**src/frcct_pkg.sv**
```systemverilog
package frcct_pkg;
  // counter and register width
  localparam int unsigned CNT_W = 16;
  // reset value of counter and capture/compare registers
  localparam logic [15:0] CNT_RST = 16'h0000;
  localparam logic [15:0] CC_RST = 16'h0000;
  // valid edge encodings
  localparam logic [1:0] EDGE_NONE = 2'h0;
  localparam logic [1:0] EDGE_RISE = 2'h1;
  localparam logic [1:0] EDGE_FALL = 2'h2;
  localparam logic [1:0] EDGE_BOTH = 2'h3;
  // trigger select for register a
  localparam logic TRIG_PIN_A = 1'b0;
  localparam logic TRIG_PIN_B = 1'b1;
endpackage : frcct_pkg

```
**src/frcct_top.sv**
```systemverilog
// Contract
// compare a match pulses irq a, no clear
// capture a triggers from either selected pin
// valid edge copies count into register a
// compare b match pulses irq b, no clear
// capture b triggers only from pin a
// present count readable at all times
// edge select rising, falling, both; ignore others
`timescale 1ns/1ps
`default_nettype none
module frcct_top
  import frcct_pkg::*;
(
  // clock and reset
  input wire logic ref_clk_i,
  input wire logic rst_n_i,
  // count enable
  input wire logic count_en_i,
  // capture pins
  input wire logic capture_pin_a_i,
  input wire logic capture_pin_b_i,
  // configuration
  input wire logic mode_capture_a_i,
  input wire logic mode_capture_b_i,
  input wire logic trig_sel_a_i,
  input wire logic [1:0] edge_sel_pin_a_i,
  input wire logic [1:0] edge_sel_pin_b_i,
  // compare values written by software
  input wire logic cmp_wr_a_i,
  input wire logic cmp_wr_b_i,
  input wire logic [frcct_pkg::CNT_W-1:0] cmp_data_i,
  // counter and register readback
  output logic [frcct_pkg::CNT_W-1:0] free_running_count_o,
  output logic [frcct_pkg::CNT_W-1:0] capcomp_reg_a_o,
  output logic [frcct_pkg::CNT_W-1:0] capcomp_reg_b_o,
  // match interrupts
  output logic match_irq_a_o,
  output logic match_irq_b_o
);
  import frcct_pkg::*;
  // state
  logic [CNT_W-1:0] cnt_reg;
  logic [CNT_W-1:0] cc_a_reg;
  logic [CNT_W-1:0] cc_b_reg;
  logic irq_a_reg;
  logic irq_b_reg;
  // valid edges from both pins
  logic edge_a_w;
  logic edge_b_w;
  // pin a detector
  frcct_edge_det u_det_a (
    .ref_clk_i(ref_clk_i),
    .rst_n_i(rst_n_i),
    .pin_i(capture_pin_a_i),
    .edge_sel_i(edge_sel_pin_a_i),
    .edge_o(edge_a_w)
  );
  // pin b detector
  frcct_edge_det u_det_b (
    .ref_clk_i(ref_clk_i),
    .rst_n_i(rst_n_i),
    .pin_i(capture_pin_b_i),
    .edge_sel_i(edge_sel_pin_b_i),
    .edge_o(edge_b_w)
  );
  // trigger selection for register a
  wire trig_a_w = (trig_sel_a_i == TRIG_PIN_B) ? edge_b_w : edge_a_w;
  // register b only ever uses pin a
  wire trig_b_w = edge_a_w;
  // capture strobes
  wire cap_a_w = mode_capture_a_i & trig_a_w;
  wire cap_b_w = mode_capture_b_i & trig_b_w;
  // compare matches on the running count
  wire match_a_w = ~mode_capture_a_i & (cnt_reg == cc_a_reg);
  wire match_b_w = ~mode_capture_b_i & (cnt_reg == cc_b_reg);
  // next counter, never cleared by a match
  wire [CNT_W-1:0] cnt_next = count_en_i ? cnt_reg + 16'h0001 : cnt_reg;
  // free-running counter
  always_ff @(posedge ref_clk_i or negedge rst_n_i) begin
    if (!rst_n_i) begin
      cnt_reg <= CNT_RST;
    end else begin
      cnt_reg <= cnt_next;
    end
  end
  // register a: capture or software write
  always_ff @(posedge ref_clk_i or negedge rst_n_i) begin
    if (!rst_n_i) begin
      cc_a_reg <= CC_RST;
    end else if (cap_a_w) begin
      cc_a_reg <= cnt_reg;
    end else if (cmp_wr_a_i && !mode_capture_a_i) begin
      cc_a_reg <= cmp_data_i;
    end
  end
  // register b: capture or software write
  always_ff @(posedge ref_clk_i or negedge rst_n_i) begin
    if (!rst_n_i) begin
      cc_b_reg <= CC_RST;
    end else if (cap_b_w) begin
      cc_b_reg <= cnt_reg;
    end else if (cmp_wr_b_i && !mode_capture_b_i) begin
      cc_b_reg <= cmp_data_i;
    end
  end
  // match pulses, one per counter step at the matching value
  always_ff @(posedge ref_clk_i or negedge rst_n_i) begin
    if (!rst_n_i) begin
      irq_a_reg <= 1'b0;
      irq_b_reg <= 1'b0;
    end else begin
      irq_a_reg <= match_a_w & count_en_i;
      irq_b_reg <= match_b_w & count_en_i;
    end
  end
  // outputs straight from flip-flops
  assign free_running_count_o = cnt_reg;
  assign capcomp_reg_a_o = cc_a_reg;
  assign capcomp_reg_b_o = cc_b_reg;
  assign match_irq_a_o = irq_a_reg;
  assign match_irq_b_o = irq_b_reg;
endmodule // frcct_top
`default_nettype wire

```
**src/frcct_edge_det.sv**
```systemverilog
`timescale 1ns/1ps
`default_nettype none
// valid edge detector for one capture input
module frcct_edge_det
  import frcct_pkg::*;
(
  // clock and reset
  input wire logic ref_clk_i,
  input wire logic rst_n_i,
  // pin and edge selection
  input wire logic pin_i,
  input wire logic [1:0] edge_sel_i,
  // detected valid edge
  output logic edge_o
);
  // previous pin level
  logic prev_reg;
  // raw edges
  wire rise_w = pin_i & ~prev_reg;
  wire fall_w = ~pin_i & prev_reg;
  // only the selected edges count
  assign edge_o = (rise_w & edge_sel_i[0]) | (fall_w & edge_sel_i[1]);
  // remember last level
  always_ff @(posedge ref_clk_i or negedge rst_n_i) begin
    if (!rst_n_i) begin
      prev_reg <= 1'b0;
    end else begin
      prev_reg <= pin_i;
    end
  end
endmodule // frcct_edge_det
`default_nettype wire

```
**config.mk**
```make
export PLATFORM = sky130hd
export DESIGN_NAME = frcct_top
export DESIGN_NICKNAME = d
export VERILOG_FILES = /design/src/frcct_pkg.sv /design/src/frcct_top.sv /design/src/frcct_edge_det.sv
export SDC_FILE = /design/constraint.sdc
export NUM_CORES = 1
export LEC_CHECK = 0
export BUFFER_PORTS_ARGS = -buffer_cell sky130_fd_sc_hd__buf_4
export CELL_PAD_IN_SITES_DETAIL_PLACEMENT = 0
export CELL_PAD_IN_SITES_GLOBAL_PLACEMENT = 1
export CORE_MARGIN = 10
export CORE_UTILIZATION = 37
export DETAILED_ROUTE_END_ITERATION = 12
export PLACE_DENSITY = 0.78
export SYNTH_ARGS = -nofsm -noshare
export SYNTH_HDL_FRONTEND = slang
export SYNTH_SLANG_ARGS = --single-unit
```
**constraint.sdc**
```tcl
create_clock -name ref_clk_i -period 1.4 [get_ports ref_clk_i]
set_input_delay 0.07 -clock ref_clk_i [delete_from_list [all_inputs] [get_ports ref_clk_i]]
set_output_delay 0.07 -clock ref_clk_i [all_outputs]
set_load 0.02 [all_outputs]
```
* Word level (Yosys, flattened, before mapping)
Cells that the tools add are included.
** Word-level totals
- Register bits :: 52
- Input bits :: 30
- Output and inout bits :: 50
** Cells by class
- Add/subtract/negate cells :: 1
- Equal/unequal tests :: 2
- Muxes and demuxes :: 5
- Bitwise operators :: 22
- Reduce and logical (&&, ||, !) cells :: 6
** Operator list (number)
- 16-bit 2-to-1 mux :: 4
- 16-bit == test :: 2
- 16-bit by 1-bit adder with 16-bit output (second input constant) :: 1
- 1-bit AND :: 14
- 1-bit inverter :: 6
- 2-bit nonzero test :: 2
- 1-bit logical AND :: 2
- 1-bit zero test :: 2
- 1-bit OR :: 2
- 1-bit 2-to-1 mux :: 1

* Longest topological paths before layout
Gate-level depths: netlist (run 1).
- Word-level depth :: 7
- Mapped depth :: 5
- Depth with buffers taken out :: 5

* Hierarchy
A second synthesis (run 1) with hierarchy kept.
** Second synthesis, totals
- Cells, all modules :: 269
- Area total of the unflattened synthesis :: 2702.6 um2
** Modules (own cells, without submodules)
- frcct_top :: instances 1, cells an instance 261, area each 2612.5 um2
- frcct_edge_det :: instances 2, cells an instance 4, area each 45.0 um2

* Worst setup path before layout (run 1)
Ideal clock, no wire load.
- Path type :: flip-flop to flip-flop
- Start :: reg cnt_reg[1] (netlist: free_running_count_o[1])
- End :: reg cnt_reg[12] (netlist: free_running_count_o[12])
- Library setup time :: 131 ps
- Data arrival time :: 1523 ps
- Slack :: -254 ps
- Cell stages (with the launch flop) :: 6
- Buffers on the path :: 0
- Cell sequence :: dfrtp_1 -> ha_1 -> nand3_1 -> nor3_1 -> nand3_1 -> xnor2_1
** On the way
- Word-level cells in the longest chain between the ends :: 1
** RTL lines
- from (decl) :: line frcct_top.sv:42 : logic [CNT_W-1:0] cnt_reg;
- from (signal assigned) :: line frcct_top.sv:83 : cnt_reg <= cnt_next;
- 16-bit by 1-bit adder with 16-bit output :: line frcct_top.sv:77 : wire [CNT_W-1:0] cnt_next = count_en_i ? cnt_reg + 16'h0001 : cnt_reg;
Every way passes these cells.
A chain may end at the register's enable or synchronous reset.

* Worst setup path after layout (run 1)
- Start :: reg u_det_a.prev_reg
- End :: reg cc_a_reg[10] (netlist: capcomp_reg_a_o[10])
** On the way
- Word-level cells in the longest chain between the ends :: 7
- Elaborated cells between the ends (all ways) :: 10
- Those cells by class :: mux: 2; bitwise: 7; reduce/logical: 1
** RTL lines
- from (decl) :: line frcct_edge_det.sv:17 : logic prev_reg;
- from (signal assigned) :: line frcct_edge_det.sv:28 : prev_reg <= pin_i;
- 1-bit inverter :: line frcct_edge_det.sv:19 : wire rise_w = pin_i & ~prev_reg;
- 1-bit AND :: line frcct_edge_det.sv:19
- 1-bit AND :: line frcct_edge_det.sv:22 : assign edge_o = (rise_w & edge_sel_i[0]) | (fall_w & edge_sel_i[1]);
- 1-bit OR (*) :: line frcct_edge_det.sv:22
- 1-bit 2-to-1 mux (*) :: line frcct_top.sv:67 : wire trig_a_w = (trig_sel_a_i == TRIG_PIN_B) ? edge_b_w : edge_a_w;
- 1-bit AND (*) :: line frcct_top.sv:71 : wire cap_a_w = mode_capture_a_i & trig_a_w;
- 16-bit 2-to-1 mux / 2-bit nonzero test (equally long branches)
- to (signal assigned) :: line frcct_top.sv:91 : cc_a_reg <= cnt_reg;
- to (signal assigned) :: line frcct_top.sv:93 : cc_a_reg <= cmp_data_i;
- to (decl) :: line frcct_top.sv:43 : logic [CNT_W-1:0] cc_a_reg;
Mark *: on every way between the ends. The rest lies on a longest branch, timed or not.

==> results of run 1 <==
[Yosys cell counts, types with 2 or more instances]
master / number / area, um^2
and3_1: 2 / 12.5
xnor2_1: 10 / 87.6
a21o_1: 16 / 120
nor2_1: 2 / 7.51
nor4_1: 8 / 50.1
nand3_1: 8 / 40.0
buf_6: 2 / 22.5
mux2_2: 32 / 360
a22o_1: 16 / 140
nor3b_1: 2 / 15.0
clkbuf_1: 5 / 18.8
nand3b_1: 3 / 22.5
xor2_1: 37 / 324
nand2_1: 6 / 22.5
buf_2: 10 / 50.1
nor3_1: 2 / 10.0
dfrtp_1: 52 / 1300
buf_4: 4 / 30.0
nand4_1: 4 / 25.0
[power by group through the flow]
stage / clock, mW / combinational [mW] / sequential [mW]
floorplan: 0 / 1.06 / 2.41
global placement: 0 / 2.34 / 2.19
detailed placement: 0 / 2.38 / 2.19
CTS: 0.943 / 2.42 / 2.17
global route: 0.996 / 2.79 / 2.24
finish: 0.926 / 2.57 / 2.19
[critical path: stages (launching register included)]
cell and delay, ps:
dfrtp_1 390, nand3b_1 180, nand2_2 90, o211ai_4 180, buf_12 200, mux2_2 340
[timing repair]
action                                  in CTS  in global routing
setup buffers                                1                  6
resized for setup                            7                 22
gates cloned                                 0                  2
hold buffers                                 4                  0
endpoints found under the setup margin      37                 43
hold endpoints to repair                    29                  0
pin swaps                                    3                  3
[area by class of cell]
| class | count | area share [%] |
|---|---|---|
| multi-input cells | 159 | 36.6 |
| flip-flops and latches | 52 | 31.8 |
| repair buffers | 137 | 26.2 |
| well taps | 99 | 3.01 |
| clock buffers | 6 | 2.01 |
| clock inverters | 2 | 0.365 |
[metal layers]
layer | GRT usage (%) | vias up | share of wire, %
met2 | 23.7 | 63 | 48
met5 | 0 | - | 0
li1 | - | 1061 | -
met1 | 17.4 | 1094 | 45
met3 | 4.25 | 6 | 6.3
met4 | 3.19 | 0 | 0.83
[cell families after synthesis]
logic type,Yosys count,synth area share [%]
AOI/OAI and AO/OA,35,10.5
DFF,52,46.8
buffers and inverters,22,4.90
adders and majority gates,1,0.450
muxes,33,13.5
and+or+nand+nor,42,9.13
xor gates and xnor gates,47,14.8
[placed cells by master, fill, tap and decap left out, types with 2 or more instances in the layout]
master         Yosys  final
clkbuf_8           0      6
buf_6              2      4
a22o_1            16     16
nand3_2            1      5
buf_12             0      2
mux2_2            32     20
nor4_2             1      3
a21o_1            16     16
dfrtp_1           52     45
nand2_1            6      4
xor2_1            37     37
nor4_1             8      5
nor3b_1            2      2
nand2_2            0      2
xnor2_1           10     10
buf_4              4    127
clkinvlp_4         0      2
nand3b_1           3      3
and3_1             2      2
dfrtp_2            0      7
nand4_1            4      4
nor2_1             2      2
nand3_1            8      3
nor2_4             0      2
mux2_4             1     13
dlygate4sd3_1      0      4
[through the flow]
step	TNS [ps]	worst slack, ps	hold slack (ps)
final	-1310	-107	56.1
after global routing	-2780	-221	53.0
after CTS	-414	-90.1	56.6
after detailed placement	-1490	-152	34.2
after global placement	-550	-193	30.0
after floorplan	-350	-53.6	-226
[how the worst max path moves through the flow]
stage | startpoint | to | slack (ps)
6_report | u_det_a.prev_reg | capcomp_reg_a_o[10] | -110
5_1_grt | free_running_count_o[11] | match_irq_a_o | -220
4_1_cts | free_running_count_o[15] | match_irq_a_o | -90
3_5_place_dp | free_running_count_o[15] | match_irq_a_o | -150
3_3_place_gp | free_running_count_o[15] | match_irq_a_o | -190
2_1_floorplan | free_running_count_o[2] | free_running_count_o[13] | -50
==> reports/results.tsv, run 1 <==
stage	metric	value	unit
power	power.switching	2.11	mW
setup_path	ff2ff_path_depth	5	
setup_path	path_max_fanout	16	
synth	synth_edf_count	0	
floorplan	initial_core_util	38.2	%
clock_tree	cts_buffers	5	
layout	instances_no_fill	455	
timing	max-slew-margin-rel	59.4	%
timing	fin_crit	1510	ps
power	peakVddDrop	0.752	mV
layout	fin_util	56.4	%
setup_path	crit_type	reg -> reg	
timing	rsz0062_at_grt	true	
timing	finClkSkew	11.1	ps
worst_hold_path	holdPathEnd	capcomp_reg_b_o[10]	
global_route	grt.total_usage	14.1	%
setup_path	critical_path.startpoint_type	flip-flop	
worst_hold_path	worstHoldStart	cmp_data_i[10]	
timing	setup_viol	20	
setup_path	rr_startpoint	u_det_a.prev_reg	
power	pwr-share-seq	38.5	%
synth	syn_nets	263	
synth	netlist_area	2780	um^2
job	max-cap-violations	0	
route	first_pass_iters	4	
clock_tree	clk_latency	320	ps
layout	drive_above_1_share	56.2	%
floorplan	io_pins	80	
power	fin_total_pwr	5.69	mW
global_route	grt_pass1_vias	2431	
clock_tree	cts_tree	yes	
route	drtAntennaViolNets	0	
placement	gp_congestion	0.784	
global_route	grt_pass1_wl	12900	um
floorplan	fp.dieW	107	um
route	drtIter0Drc	70	
layout	area_growth	47.9	%
setup_path	timing.rr.end	capcomp_reg_a_o[10]	
floorplan	die_h	107	um
floorplan	dieArea	11400	um^2
route	routed_wl	8400	um
clock_tree	cts_max_path_buffers	2	
placement	portBuffers	79	
route	drcViolationCount	0	
placement	dp_cells	434	
layout	fillers	656	
synth	ys_warn_count	0	
worst_hold_path	hp-class	in -> reg	
setup_path	worst-endpoint-arrival	1710	ps
setup_path	crit_required	1610	ps
timing	drv_slew	0	
synth	syn_inst	232	
power	leakage	2.18	nW
layout	design_area	4120	um^2
timing	hold_viol_final	0	
synth	ys_async_sr_fraction	100	%
power	p_per_area	1380	nW/um^2
power	swShare	37.2	%
global_route	grt.overflow.total	0	
synth	synthFlopType	dfrtp_1	
global_route	grt_antenna_before_repair	0	
synth	ys_types	30	
clock_tree	cts.clk_slew.worst_paths	100	ps
run_status	violations	negative setup slack	
placement	dpl_cell_area	3790	um^2
timing	setup_slack	-107	ps
synth	ys_seq_elements	52	
route	via_count	2224	
layout	diodes	0	
synth	yosysSeqAreaShare	46.8	%
placement	post-dp-hpwl	6090	um
layout	multi_input_area	1510	um^2
timing	max_freq	663	MHz
power	power.internal	3.57	mW
setup_path	end_kind	flip-flop	
global_route	grt_max_degree	29	
route	viasPerCell	4.89	
floorplan	std_cell_rows	31	
clock_tree	htree_levels	2	
layout	seqCellArea	1310	um^2
run_status	status	finished, violations left	
route	wire_per_inst	18.5	um
floorplan	core	7290	um^2
timing	fin_crit_sh	108	%
timing	tightest_slew	608	ps
power	pwr-share-comb	45.2	%
clock_tree	cts-root-buf	clkbuf_8	
layout	nNetsFinal	386	
setup_path	regToRegSetupSlack	-110	ps
worst_hold_path	min_path_cells	3	
synth	avgSynthCellArea	12.0	um^2
power	p_clk_share	16.3	%
clock_tree	clkSinkCount	52	
No activity file was read; power rests on OpenSTA's default activity.
==> run 2, diff against run 1 <==
--- a/config.mk
+++ b/config.mk
@@ -10,8 +10,9 @@
 export CELL_PAD_IN_SITES_GLOBAL_PLACEMENT = 1
 export CORE_MARGIN = 10
 export CORE_UTILIZATION = 37
+export CTS_CLUSTER_SIZE = 20
 export DETAILED_ROUTE_END_ITERATION = 12
-export PLACE_DENSITY = 0.78
+export PLACE_DENSITY_LB_ADDON = 0.08
 export SYNTH_ARGS = -nofsm -noshare
 export SYNTH_HDL_FRONTEND = slang
 export SYNTH_SLANG_ARGS = --single-unit
==> run 2 against run 1 <==
  * The flow still finishes with violations (negative setup slack)
  * Final area is 2.0% lower
  * Core utilization decreased by 1.1 points
  * Sequential cell count unchanged
  * Count of clock-buffer cells in the layout shrank 1
  * Combinational power is 2% lower
  * Die area did not move
  * Routed wire length fell by 2.4%
  * Critical path type unchanged
  * Critical endpoint is now capcomp_reg_a_o[14]
==> reports/results.tsv, run 2 (synthesis gave the netlist of run 1 again) <==
stage	metric	value	unit
run_status	status	finished, violations left	
run_status	violations	negative setup slack	
timing	max_freq	697	MHz
setup_path	crit_required	1610	ps
power	leakage	2.14	nW
timing	rsz0062_at_grt	true	
worst_hold_path	min_path_cells	3	
placement	post-dp-hpwl	6000	um
layout	design_area	4030	um^2
setup_path	timing.rr.end	capcomp_reg_a_o[14]	
route	viasPerCell	4.93	
placement	gp_congestion	0.789	
setup_path	path_cells	nand3b_1 > nand2_2 > o211ai_4 > buf_12 > mux2_2	
power	peakVddDrop	1.03	mV
layout	instances_no_fill	444	
global_route	grt.overflow.total	0	
floorplan	fp.dieW	107	um
layout	fin_util	55.3	%
clock_tree	cts-root-buf	clkbuf_8	
setup_path	worst-path-buf-inv	1	
timing	max-slew-margin-rel	66.8	%
global_route	grt_pass1_wl	12900	um
placement	dpl_cell_area	3740	um^2
global_route	grt.total_usage	14.4	%
clock_tree	cts_max_path_buffers	2	
worst_hold_path	hp-class	in -> reg	
setup_path	end_kind	flip-flop	
global_route	grt_pass1_vias	2339	
power	p_per_area	1420	nW/um^2
clock_tree	htree_levels	2	
setup_path	worst-endpoint-arrival	1640	ps
worst_hold_path	holdPathEnd	capcomp_reg_b_o[0]	
route	drtIter0Drc	65	
global_route	grt_max_degree	31	
timing	fin_crit	1430	ps
layout	drive_above_1_share	55.1	%
setup_path	cp_slowest_cell	dfrtp_1	
setup_path	ff2ff_path_depth	5	
setup_path	slowest_delay	350	ps
clock_tree	cts_buffers	5	
placement	portBuffers	79	
placement	dp_cells	428	
route	drcViolationCount	0	
timing	setup_slack	-34.1	ps
setup_path	path_max_fanout	16	
route	routed_wl	8200	um
timing	finClkSkew	8.60	ps
route	via_count	2189	
clock_tree	cts.clk_slew.worst_paths	100	ps
floorplan	dieArea	11400	um^2
clock_tree	cts_tree	yes	
setup_path	regToRegSetupSlack	-30	ps
floorplan	std_cell_rows	31	
floorplan	core	7290	um^2
timing	setup_viol	15	
route	first_pass_iters	4	
global_route	grt_antenna_before_repair	0	
placement	post-place-ws	-105	ps
setup_path	crit_family	flip-flops	
floorplan	initial_core_util	38.2	%
timing	fin_crit_sh	102	%
floorplan	io_pins	80	
setup_path	crit_type	reg -> reg	
layout	layout_commonest_cell	buf_4	
timing	tightest_slew	496	ps
floorplan	die_h	107	um
layout	area_growth	44.9	%
setup_path	rr_startpoint	u_det_a.prev_reg	
layout	mostFrequentLayoutCells	buf_4, dfrtp_1, xor2_1	
job	max-cap-violations	0	
setup_path	critical_path.startpoint_type	flip-flop	
route	drtAntennaViolNets	0	
layout	diodes	0	
route	wire_per_inst	18.5	um
layout	nNetsFinal	375	
timing	hold_viol_final	0	
timing	drv_slew	0	
clock_tree	clk_latency	310	ps
worst_hold_path	worstHoldStart	cmp_data_i[0]	
clock_tree	clkSinkCount	52	
power	fin_total_pwr	5.74	mW
==> run 2: metal layers <==
layer | GRT usage (%) | routed length (um) | vias to the layer above
met5 | 0 | 0 | -
met4 | 4.35 | 95 | 0
met3 | 4.07 | 456 | 7
met2 | 22.8 | 3780 | 55
met1 | 18.7 | 3860 | 1086
li1 | - | - | 1041
==> run 2: metrics by stage <==
stage / hold slack (ps) / TNS, ps
after floorplan: -226 / -350
after global placement: 42.5 / -1040
after detailed placement: 46.0 / -1800
after CTS: 45.5 / -544
after global routing: 56.0 / -2820
final: 55.1 / -234
==> run 2: timing repair <==
item,CTS,global route
resized for setup,14,11
hold buffers,4,0
hold endpoints to repair,32,0
setup endpoints to repair,39,42
buffers inserted,1,3
pin swaps,5,13
==> run 2: worst reg2reg max path, cell delays in order (launching register included) <==
cell,delay [ps]
dfrtp_1,350
nand3b_1,160
nand2_2,90
o211ai_4,180
buf_12,210
mux2_2,350
==> run 2: layout make-up <==
type | count | area, um^2
Clock buffer | 5 | 68.8
Clock inverter | 3 | 42.5
Fill cell | 698 | 3260
Multi-Input combinational cell | 158 | 1490
Sequential cell | 52 | 1310
Tap cell | 99 | 124
Timing Repair Buffer | 127 | 1000
==> run 2: worst max path at each step <==
stage	start	endpoint	cells past startpoint
after floorplan	free_running_count_o[2]	free_running_count_o[13]	5
after global placement	free_running_count_o[0]	match_irq_a_o	5
after detailed placement	free_running_count_o[0]	match_irq_a_o	5
after CTS	free_running_count_o[3]	match_irq_a_o	4
after global routing	u_det_a.prev_reg	capcomp_reg_a_o[14]	5
final	u_det_a.prev_reg	capcomp_reg_a_o[14]	5
==> run 2: power by group <==
group          switching [mW]  internal (mW)  leakage (nW)
Sequential              0.358           1.80         0.654
Combinational            1.20           1.32          1.43
Clock                   0.535          0.530        0.0541
==> run 3, diff against run 2 <==
==> constraint.sdc (replaced) <==
create_clock -name ref_clk_i -period 1.24 [get_ports ref_clk_i]
set_input_delay 0.062 -clock ref_clk_i [delete_from_list [all_inputs] [get_ports ref_clk_i]]
set_output_delay 0.062 -clock ref_clk_i [all_outputs]
set_load 0.02 [all_outputs]
==> run 3 against run 2 <==
  * The flow still finishes with violations (negative setup slack)
  * Setup slack lost 200 ps
  * Hold slack lost 0.67 ps
  * Final area grew 9.0%
  * Clock skew shrank 2.2 ps
  * First-iteration DRC count shrank 6.2%
  * Final cell count grew 7.4%
  * Clock power shrank 4%
  * Highest routed layer unchanged
  * Largest cell class unchanged
  * Die area is the same
  * Sequential power grew 10%
  * Routed wire length grew 7.8%
  * Count of clock-buffer cells in the layout grew 3
==> reports/results.tsv, run 3 (synthesis gave the netlist of run 1 again) <==
stage	metric	value	unit
run_status	status	finished, violations left	
run_status	violations	negative setup slack	
floorplan	dieArea	11400	um^2
layout	nNetsFinal	408	
floorplan	die_h	107	um
power	power.internal	4.48	mW
power	pwr-share-seq	34.0	%
route	wire_per_inst	18.5	um
floorplan	io_pins	80	
timing	fin_crit_sh	119	%
timing	max_freq	677	MHz
setup_path	worst-path-buf-inv	1	
timing	fin_crit	1480	ps
floorplan	fp.dieW	107	um
setup_path	path_max_fanout	16	
worst_hold_path	hp-class	in -> reg	
setup_path	crit_family	flip-flops	
timing	setup_slack	-236	ps
route	drcViolationCount	0	
timing	max-slew-margin-rel	65.9	%
placement	portBuffers	79	
layout	area_growth	58.0	%
placement	gp_congestion	0.798	
setup_path	path_cells	nand3b_1 > nand2_1 > o211ai_4 > buf_12 > mux2_2	
clock_tree	cts-root-buf	clkbuf_8	
setup_path	crit_type	reg -> reg	
timing	tightest_slew	510	ps
timing	drv_slew	0	
global_route	grt_antenna_before_repair	0	
global_route	grt_pass1_wl	14000	um
power	fin_total_pwr	7.02	mW
clock_tree	clkSinkCount	52	
clock_tree	htree_levels	2	
route	routed_wl	8840	um
timing	finClkSkew	6.37	ps
timing	hold_viol_final	0	
setup_path	slowest_delay	390	ps
power	swShare	36.1	%
route	drtIter0Drc	61	
layout	drive_above_1_share	60.3	%
setup_path	crit_required	1430	ps
placement	post-dp-hpwl	6240	um
global_route	grt_max_degree	24	
layout	mostFrequentLayoutCells	buf_4, dfrtp_1, xor2_1	
global_route	grt.total_usage	15.4	%
clock_tree	cts_buffers	5	
power	peakVddDrop	0.840	mV
route	via_count	2329	
route	first_pass_iters	4	
power	power.switching	2.53	mW
clock_tree	cts.clk_slew.worst_paths	90	ps
power	p_clk_share	14.5	%
layout	diodes	0	
layout	layout_commonest_cell	buf_4	
floorplan	initial_core_util	38.2	%
clock_tree	cts_max_path_buffers	2	
timing	setup_viol	44	
clock_tree	clk_latency	310	ps
floorplan	std_cell_rows	31	
setup_path	regToRegSetupSlack	-240	ps
global_route	grt.overflow.total	0	
route	drtAntennaViolNets	0	
setup_path	critical_path.startpoint_type	flip-flop	
layout	fillers	670	
floorplan	core	7290	um^2
global_route	grt_pass1_vias	2576	
setup_path	end_kind	flip-flop	
clock_tree	cts_tree	yes	
power	leakage	2.34	nW
job	max-cap-violations	0	
layout	fin_util	60.3	%
timing	rsz0062_at_grt	true	
setup_path	worst-endpoint-arrival	1670	ps
power	p_per_area	1600	nW/um^2
route	viasPerCell	4.88	
power	pwr-share-comb	51.5	%
setup_path	cp_slowest_cell	dfrtp_1	
## run 3: cell count changes in the layout (fill, tap and decap cells not counted), moves of 4 or more
cell / change
buf_4: +8
mux2_4: -5
mux2_2: +5
dfrtp_2: +4
dfrtp_1: -4
buf_6: +25
## run 3: cell type report
cell class	count	area [um^2]	share of cell area, %
clock buffer	8	90.1	2.05
multi-input combinational	158	1510	34.4
sequential	52	1320	29.9
tap	99	124	2.82
timing repair buffer	160	1350	30.7
## run 3: metrics by stage
| stage | instance area (um^2) | setup WS (ps) | setup TNS, ps | hold slack, ps | instances |
|---|---|---|---|---|---|
| finish | 4400 | -236 | -6460 | 54.4 | 477 |
| global route | 4400 | -310 | -9630 | 53.7 | 477 |
| CTS | 4210 | -253 | -5860 | 46.7 | 470 |
| detailed placement | 3950 | -321 | -9780 | -28.3 | 453 |
| global placement | 3950 | -379 | -8790 | -25.9 | 453 |
| floorplan | 2890 | -209 | -4690 | -234 | 232 |
## run 3: final timing paths
path | endpoint | from | cells after the start
worst min-delay path | capcomp_reg_b_o[10] | cmp_data_i[10] | 3
worst min register to register | capcomp_reg_b_o[7] | capcomp_reg_b_o[7] | 1
worst max register to register | capcomp_reg_a_o[14] | u_det_a.prev_reg | 5
min in group asynchronous | capcomp_reg_b_o[2] | rst_n_i | 2
worst max-delay path | capcomp_reg_a_o[14] | u_det_a.prev_reg | 5
max in group asynchronous | free_running_count_o[5] | rst_n_i | 3
## run 3: power groups by stage
stage | Sequential [mW] | Combinational (mW) | Clock [mW]
3_5_place_dp | 2.43 | 2.92 | 0
2_1_floorplan | 2.73 | 1.22 | 0
6_report | 2.38 | 3.62 | 1.02
5_1_grt | 2.43 | 3.88 | 1.11
4_1_cts | 2.41 | 3.23 | 1.05
3_3_place_gp | 2.42 | 2.92 | 0
## run 3: timing repair
| action | CTS | global route |
|---|---|---|
| resized for setup | 20 | 31 |
| pin swaps | 14 | 21 |
| endpoints found under the setup margin | 43 | 48 |
| hold endpoints to repair | 54 | 0 |
| hold buffers | 3 | 0 |
| buffers inserted | 6 | 7 |
## run 3: worst min-delay path, cell delays in order
cell and delay, ps:
buf_4 80, a22o_1 120, a21o_1 70
## run 3: layer usage
layer	share of wire (%)	wire length (um)	global-route usage (%)
met1	46	4030	19.5
met2	49	4300	25.4
met3	4.5	402	4.37
met4	1.1	98	3.38
met5	0	0	0
